[config.mk]
export PLATFORM = sky130hd
export DESIGN_NAME = ppc_top
export DESIGN_NICKNAME = d
export VERILOG_FILES = /design/src/design/ppc_pkg.sv /design/src/design/ppc_top.sv
export SDC_FILE = /design/constraint.sdc
export NUM_CORES = 1
export LEC_CHECK = 0
export ABC_CLOCK_PERIOD_IN_PS = 2900
export BUFFER_PORTS_ARGS = -buffer_cell sky130_fd_sc_hd__clkbuf_2
export CAP_MARGIN = 20
export CORE_ASPECT_RATIO = 1.25
export CORE_MARGIN = 5
export CORE_UTILIZATION = 50
export CTS_CLUSTER_SIZE = 8
export DETAILED_ROUTE_END_ITERATION = 8
export GPL_TIMING_DRIVEN = 0
export PLACE_DENSITY = 0.86
export SLEW_MARGIN = 15
export SYNTH_ARGS = -nofsm -noshare
export SYNTH_HDL_FRONTEND = slang
export SYNTH_SLANG_ARGS = --single-unit
[constraint.sdc]
create_clock -name REF_CLK -period 2.9 [get_ports REF_CLK]
set_input_delay 0.29 -clock REF_CLK [delete_from_list [all_inputs] [get_ports REF_CLK]]
set_output_delay 0.29 -clock REF_CLK [all_outputs]
set_load 0.01 [all_outputs]
[src/design/ppc_pkg.sv]
// Package with register map, reset values and carrier types of the port configuration block.
package ppc_pkg;
	localparam logic [7:0] ADDR_P2_PIN_DATA = 8'ha0;
	localparam logic [7:0] ADDR_P1_DRIVE_SEL = 8'ha5;
	localparam logic [7:0] ADDR_P2_DRIVE_SEL = 8'ha6;
	localparam logic [7:0] ADDR_P1_BYPASS = 8'hd5;
	localparam logic [7:0] ADDR_P1_ANALOG_SEL = 8'hf2;
	localparam logic [7:0] RST_P1_ANALOG_SEL = 8'hff;
	localparam logic [7:0] RST_P1_DRIVE_SEL = 8'h00;
	localparam logic [7:0] RST_P1_BYPASS = 8'h00;
	localparam logic RST_P2_LATCH = 1'b1;
	localparam logic RST_P2_DRIVE = 1'b0;
	localparam logic [6:0] P1_BYPASS_MASK = 7'h7f;
	localparam int P2_DATA_BIT = 0;
	localparam int P1_WIDTH = 8;

	// One special-register access from the core.
	typedef struct packed {
		logic wr;
		logic rd;
		logic bit_op;
		logic [2:0] bit_idx;
		logic [7:0] addr;
		logic [7:0] wdata;
	} ppc_sfr_req_s;

	// Drive controls of one pin.
	typedef struct packed {
		logic out_val;
		logic out_en;
		logic pullup_en;
		logic rx_en;
	} ppc_pin_ctl_s;
endpackage : ppc_pkg

[src/design/ppc_top.sv]
// Port 1 and Port 2 pin configuration and Port 2 data logic behind the special-register bus.
module ppc_top #(
	parameter int P1_PINS = ppc_pkg::P1_WIDTH
) (
	// Clock and reset.
	input wire logic REF_CLK,
	input wire logic RSTN,
	// Special-register bus from the core.
	input wire ppc_pkg::ppc_sfr_req_s SFR_REQ,
	output logic [7:0] SFR_RDATA,
	// Port 1 output levels from the crossbar or data latch.
	input wire logic [P1_PINS-1:0] P1_OUT_LEVEL,
	input wire logic [P1_PINS-1:0] P1_PIN_IN,
	input wire logic [P1_PINS-1:0] P1_TWO_WIRE,
	// Port 1 pad controls.
	output logic [P1_PINS-1:0] P1_PAD_OUT,
	output logic [P1_PINS-1:0] P1_PAD_OE,
	output logic [P1_PINS-1:0] P1_PAD_PULLUP_EN,
	output logic [P1_PINS-1:0] P1_PAD_RX_EN,
	output logic [P1_PINS-1:0] P1_PIN_LEVEL,
	output logic [6:0] P1_CROSSBAR_SKIP,
	// Port 2 pin.
	input wire logic P2_PIN_IN,
	output logic P2_PAD_OUT,
	output logic P2_PAD_OE
);
	// Configuration state written over the bus.
	logic [7:0] p1_analog_sel_q, p1_analog_sel_d;
	logic [7:0] p1_drive_sel_q, p1_drive_sel_d;
	logic [6:0] p1_bypass_q, p1_bypass_d;
	logic p2_latch_q, p2_latch_d;
	logic p2_drive_q, p2_drive_d;

	// Read path: registered read data and the Port 2 read image.
	logic [7:0] rdata_q, rdata_d;
	logic [7:0] p2_read_image;

	// Pad controls; every pad output leaves a flip-flop.
	logic [P1_PINS-1:0] p1_out_q, p1_out_d;
	logic [P1_PINS-1:0] p1_oe_q, p1_oe_d;
	logic [P1_PINS-1:0] p1_pu_q, p1_pu_d;
	logic [P1_PINS-1:0] p1_rx_q, p1_rx_d;
	logic [P1_PINS-1:0] p1_lvl_q, p1_lvl_d;
	logic p2_out_q, p2_out_d;
	logic p2_oe_q, p2_oe_d;

	// Port 2 reads the pin, never the latch, so a load fighting the driver is visible.
	// pin level readback
	assign p2_read_image = {7'h00, P2_PIN_IN};

	// Register writes, including single-bit writes on the data register.
	always_comb begin
		p1_analog_sel_d = p1_analog_sel_q;
		p1_drive_sel_d = p1_drive_sel_q;
		p1_bypass_d = p1_bypass_q;
		p2_latch_d = p2_latch_q;
		p2_drive_d = p2_drive_q;
		if (SFR_REQ.wr) begin
			case (SFR_REQ.addr)
				ppc_pkg::ADDR_P1_ANALOG_SEL: begin
					p1_analog_sel_d = SFR_REQ.wdata;
				end
				ppc_pkg::ADDR_P1_DRIVE_SEL: begin
					p1_drive_sel_d = SFR_REQ.wdata;
				end
				ppc_pkg::ADDR_P1_BYPASS: begin
					p1_bypass_d = SFR_REQ.wdata[6:0] & ppc_pkg::P1_BYPASS_MASK;
				end
				ppc_pkg::ADDR_P2_PIN_DATA: begin
					if (!SFR_REQ.bit_op) begin
						p2_latch_d = SFR_REQ.wdata[ppc_pkg::P2_DATA_BIT];
					end else if (SFR_REQ.bit_idx == 3'h0) begin
						p2_latch_d = SFR_REQ.wdata[ppc_pkg::P2_DATA_BIT];
					end
				end
				ppc_pkg::ADDR_P2_DRIVE_SEL: begin
					p2_drive_d = SFR_REQ.wdata[0];
				end
				default: begin
				end
			endcase
		end
	end

	// Configuration registers; only the bus writes above change them.
	always_ff @(posedge REF_CLK) begin
		if (!RSTN) begin
			p1_analog_sel_q <= ppc_pkg::RST_P1_ANALOG_SEL;
			p1_drive_sel_q <= ppc_pkg::RST_P1_DRIVE_SEL;
			p1_bypass_q <= ppc_pkg::RST_P1_BYPASS[6:0];
			p2_latch_q <= ppc_pkg::RST_P2_LATCH;
			p2_drive_q <= ppc_pkg::RST_P2_DRIVE;
		end else begin
			p1_analog_sel_q <= p1_analog_sel_d;
			p1_drive_sel_q <= p1_drive_sel_d;
			p1_bypass_q <= p1_bypass_d;
			p2_latch_q <= p2_latch_d;
			p2_drive_q <= p2_drive_d;
		end
	end

	// Read data is registered; it appears the cycle after the read strobe.
	always_comb begin
		rdata_d = 8'h00;
		if (SFR_REQ.rd) begin
			case (SFR_REQ.addr)
				ppc_pkg::ADDR_P1_ANALOG_SEL: rdata_d = p1_analog_sel_q;
				ppc_pkg::ADDR_P1_DRIVE_SEL: rdata_d = p1_drive_sel_q;
				ppc_pkg::ADDR_P1_BYPASS: rdata_d = {1'b0, p1_bypass_q};
				ppc_pkg::ADDR_P2_PIN_DATA: begin
					if (SFR_REQ.bit_op) begin
						rdata_d = {7'h00, p2_read_image[SFR_REQ.bit_idx]};
					end else begin
						rdata_d = p2_read_image;
					end
				end
				ppc_pkg::ADDR_P2_DRIVE_SEL: rdata_d = {7'h00, p2_drive_q};
				default: rdata_d = 8'h00;
			endcase
		end
	end

	// Read data register; it holds zero in any cycle after which no read was strobed.
	always_ff @(posedge REF_CLK) begin
		if (!RSTN) begin
			rdata_q <= 8'h00;
		end else begin
			rdata_q <= rdata_d;
		end
	end

	// Port 1 pad control; open-drain drives only low, pull-up supplies the high level.
	// The enable follows the inverse level, so a high level floats up to the pull-up.
	always_comb begin
		for (int i = 0; i < P1_PINS; i++) begin
			p1_rx_d[i] = p1_analog_sel_q[i];
			p1_pu_d[i] = p1_analog_sel_q[i];
			p1_out_d[i] = P1_OUT_LEVEL[i];
			if (!p1_analog_sel_q[i]) begin
				p1_oe_d[i] = 1'b0;
			end else if (p1_drive_sel_q[i] && !P1_TWO_WIRE[i]) begin
				p1_oe_d[i] = 1'b1;
			end else begin
				p1_oe_d[i] = ~P1_OUT_LEVEL[i];
			end
			p1_lvl_d[i] = P1_PIN_IN[i] & p1_analog_sel_q[i];
		end
	end

	// Port 1 pad registers; pads stay undriven with pull-ups off while reset holds.
	always_ff @(posedge REF_CLK) begin
		if (!RSTN) begin
			p1_out_q <= '0;
			p1_oe_q <= '0;
			p1_pu_q <= '0;
			p1_rx_q <= '0;
			p1_lvl_q <= '0;
		end else begin
			p1_out_q <= p1_out_d;
			p1_oe_q <= p1_oe_d;
			p1_pu_q <= p1_pu_d;
			p1_rx_q <= p1_rx_d;
			p1_lvl_q <= p1_lvl_d;
		end
	end

	// Port 2 pad control; the pin has no analog mode, so only the drive bit and the latch set the enable.
	always_comb begin
		p2_out_d = p2_latch_q;
		p2_oe_d = p2_drive_q | ~p2_latch_q;
	end

	// Port 2 pad registers.
	always_ff @(posedge REF_CLK) begin
		if (!RSTN) begin
			p2_out_q <= 1'b0;
			p2_oe_q <= 1'b0;
		end else begin
			p2_out_q <= p2_out_d;
			p2_oe_q <= p2_oe_d;
		end
	end

	// Outputs come straight from flip-flops.
	// crossbar skip
	assign P1_CROSSBAR_SKIP = p1_bypass_q;
	assign SFR_RDATA = rdata_q;
	assign P1_PAD_OUT = p1_out_q;
	assign P1_PAD_OE = p1_oe_q;
	assign P1_PAD_PULLUP_EN = p1_pu_q;
	assign P1_PAD_RX_EN = p1_rx_q;
	assign P1_PIN_LEVEL = p1_lvl_q;
	assign P2_PAD_OUT = p2_out_q;
	assign P2_PAD_OE = p2_oe_q;
endmodule : ppc_top

==> qor.csv <==
metric,value,unit
final RePlAce weighted congestion,0.8132,
fin crit share,0.5013,
Final Instance Area,3259,um^2
Initial DRC Count,171,
Hold Startpoint,P1_OUT_LEVEL[1],
first-pass GRT wire length,10040,um
post-synth cell types,32,
Sw Pwr,0.0004034,W
largest net degree at the start of global routing,11,
share of layout cells above drive strength 1,0.4023,
CTS tree,built,
total grt overflow,0,
Setup CP Type,in2reg,
post-cts resize count,0,
GRT Util Overall,0.2071,
R2R Path Start,p2_drive_q$_SDFFE_PN0P_,
hold crit path type,in2reg,
Syn. warnings,0,
R2R setup slack,1810,ps
"Req. time, crit path",3130,ps
Setup crit end kind,register,
setup_tns,0,ps
Final Max Slew Viols,0,
PD cells,580.8,nW/um^2
Synthesized Nets,281,
WP data arrival,1680,ps
Max-Cap Viols,0,
H-tree Lvls,3,
Max Buffers Root-to-Sink,2,
async set-reset flop share out of synthesis,0,
vias in the first global route,2156,
worst reg2reg path depth,3,
RSZ-0062 raised after global routing,false,
Fillers,414,
First-pass DRT Iterations,5,
Ant. Diodes,0,
Cells after Synth,232,
clk sinks,67,
number of synthesized flops with an enable pin,0,
Post CTS Setup Buffer Count,0,
worst hold margin,151.6,ps
FF-to-FF End,SFR_RDATA[0]$_SDFF_PN0_,
Fmax,687.9,MHz
status,finished clean,
"area leader, netlist",dfxtp_1,
Startpoint Class,primary input,
I/O pin cnt,106,
Final Hold Violating Endpoints,0,
die height,88.30,um
endpoints failing setup,0,
Worst-Skew Late Latency,340,ps
clock network power share,0.417,
register bit total from synthesis,67,
mean area per synthesized cell,10.57,um^2
worst-path fanout max,9,
routed vias,2145,
Remaining DRCs,0,
placed cell area,3053,um^2
Post-Route WL,6216,um
Flop pwr share,0.504,
"top cells by area, synth","dfxtp_1 (55%), mux2i_1 (6.5%), and2_1 (4.6%)",
initial antenna violation count,0,
Tightest Pin Transition,768.1,ps
Syn-to-layout area delta,32.91,%
Post-Syn Area,2452,um^2
Core Footprint,4765,um^2
Post-CTS Hold Fix Bufs,0,
vias per cell,5.194,
Root Driver,clkbuf_8,
Slew headroom,0.4857,
hold path endpoint,P1_PAD_OE[1]$_SDFF_PN0_,
Rows,28,
final antenna-violating net count,0,
Routed wire per std cell,15.05,um
worst vdd ir,0.0003386,V
NumNets Final,397,
Final Skew,6.115,ps
DIE WIDTH,72.64,um
initial core utilization,0.5147,
die area,6414,um^2
Post-DP HPWL,4693,um
proportion of synthesized chip area in sequential cells,0.5469,
Internal,0.001490,W
most frequent cells after synthesis,"dfxtp_1 (67), nand3_1 (19), and2_1 (18), nor2b_1 (17), mux2i_1 (16)",
Comb power frac,0.079,
switch share,0.2131,
CP startpoint,SFR_REQ[12],
Buffers on Ports,105,
CTS Buf Count,9,
min cycle time layout,1454,ps
Main synth FF type,dfxtp_1,
"count leader, synth",dfxtp_1,
hold depth,2,
clk slew on worst S/H paths,70,ps
Leakage Power,1.569,nW
top-area cell type share of the netlist area,0.5469,
[how the worst max path moves through the flow]
| stage | endpoint | slack, ps | depth (start not counted) |
|---|---|---|---|
| after global placement | p1_drive_sel_q[6]$_SDFFE_PN0P_ | 1140 | 5 |
| after global routing | p1_drive_sel_q[5]$_SDFFE_PN0P_ | 1330 | 5 |
| after detailed placement | p1_drive_sel_q[3]$_SDFFE_PN0P_ | 1090 | 5 |
| after CTS | p1_drive_sel_q[3]$_SDFFE_PN0P_ | 1460 | 5 |
| after floorplan | SFR_RDATA[0]$_SDFF_PN0_ | 1570 | 5 |
| final | p1_drive_sel_q[1]$_SDFFE_PN0P_ | 1450 | 5 |
[final cells by class]
type	instances	area, um^2	share of cell area
repair buffers	105	525.5	0.1612
clock inverters	1	30.03	0.009213
well taps	60	75.07	0.02303
clock buffers	15	176.4	0.05413
multi-input cells	145	993.5	0.3048
inverters	1	3.754	0.001152
plain buffers	19	113.9	0.03493
flip-flops and latches	67	1341	0.4115
[metal layers]
metal,up-vias,GRT usage,share of wire
li1,1033,-,-
met1,986,0.2466,0.39
met2,113,0.3506,0.51
met3,13,0.04205,0.088
met4,0,0.1074,0.017
met5,-,0,0
[kinds of logic (layout without fill, tap and decap cells)]
logic type / after synthesis / count (layout) / synth area share
compound gates: 26 / 26 / 0.08673
buf+inv: 20 / 141 / 0.04796
flops: 67 / 67 / 0.5469
mux: 16 / 16 / 0.06530
simple gates: 103 / 103 / 0.2531
[power groups by stage]
stage           logic, W  clock network (W)  registers [W]
3_3_place_gp    0.000148                  0       0.000973
3_5_place_dp    0.000151                  0       0.000975
6_report        0.000150           0.000789       0.000954
4_1_cts         0.000152           0.000796       0.000954
5_1_grt         0.000165           0.000836       0.000956
2_1_floorplan  0.0000542                  0       0.000988
[critical path: stages]
cell and delay, ps:
clkbuf_2 110, nor3b_2 650, nand4_4 330, mux2i_1 230, nor2b_1 70
[cell usage in the layout, fill, tap and decap left out, types with 10 or more instances in the layout]
cell	count
and2_1	18
and3_1	10
buf_4	11
clkbuf_1	10
clkbuf_2	106
clkbuf_8	12
dfxtp_1	67
mux2i_1	16
nand2_1	10
nand3_1	19
nor2b_1	17
[flip-flops by register name, summed over array words and instances (netlist names)]
signal / flops
P1_PAD_OUT: 8
p1_drive_sel_q: 8
p2_latch_q: 1
P1_PIN_LEVEL: 8
p1_analog_sel_q: 8
P2_PAD_OE: 1
P1_PAD_RX_EN: 8
P1_PAD_OE: 8
P1_CROSSBAR_SKIP: 7
p2_drive_q: 1
P2_PAD_OUT: 1
SFR_RDATA: 8
[through the flow]
stage,total power [W],util,setup slack [ps],std cells
6_report,0.001893,0.6841,1446,413
5_1_grt,0.001957,0.6841,1326,413
4_1_cts,0.001902,0.6841,1456,413
3_5_place_dp,0.001126,0.6408,1091,397
3_3_place_gp,0.001121,0.6408,1138,397
2_1_floorplan,0.001042,-,1572,232
(Power assumes the default switching activity.)
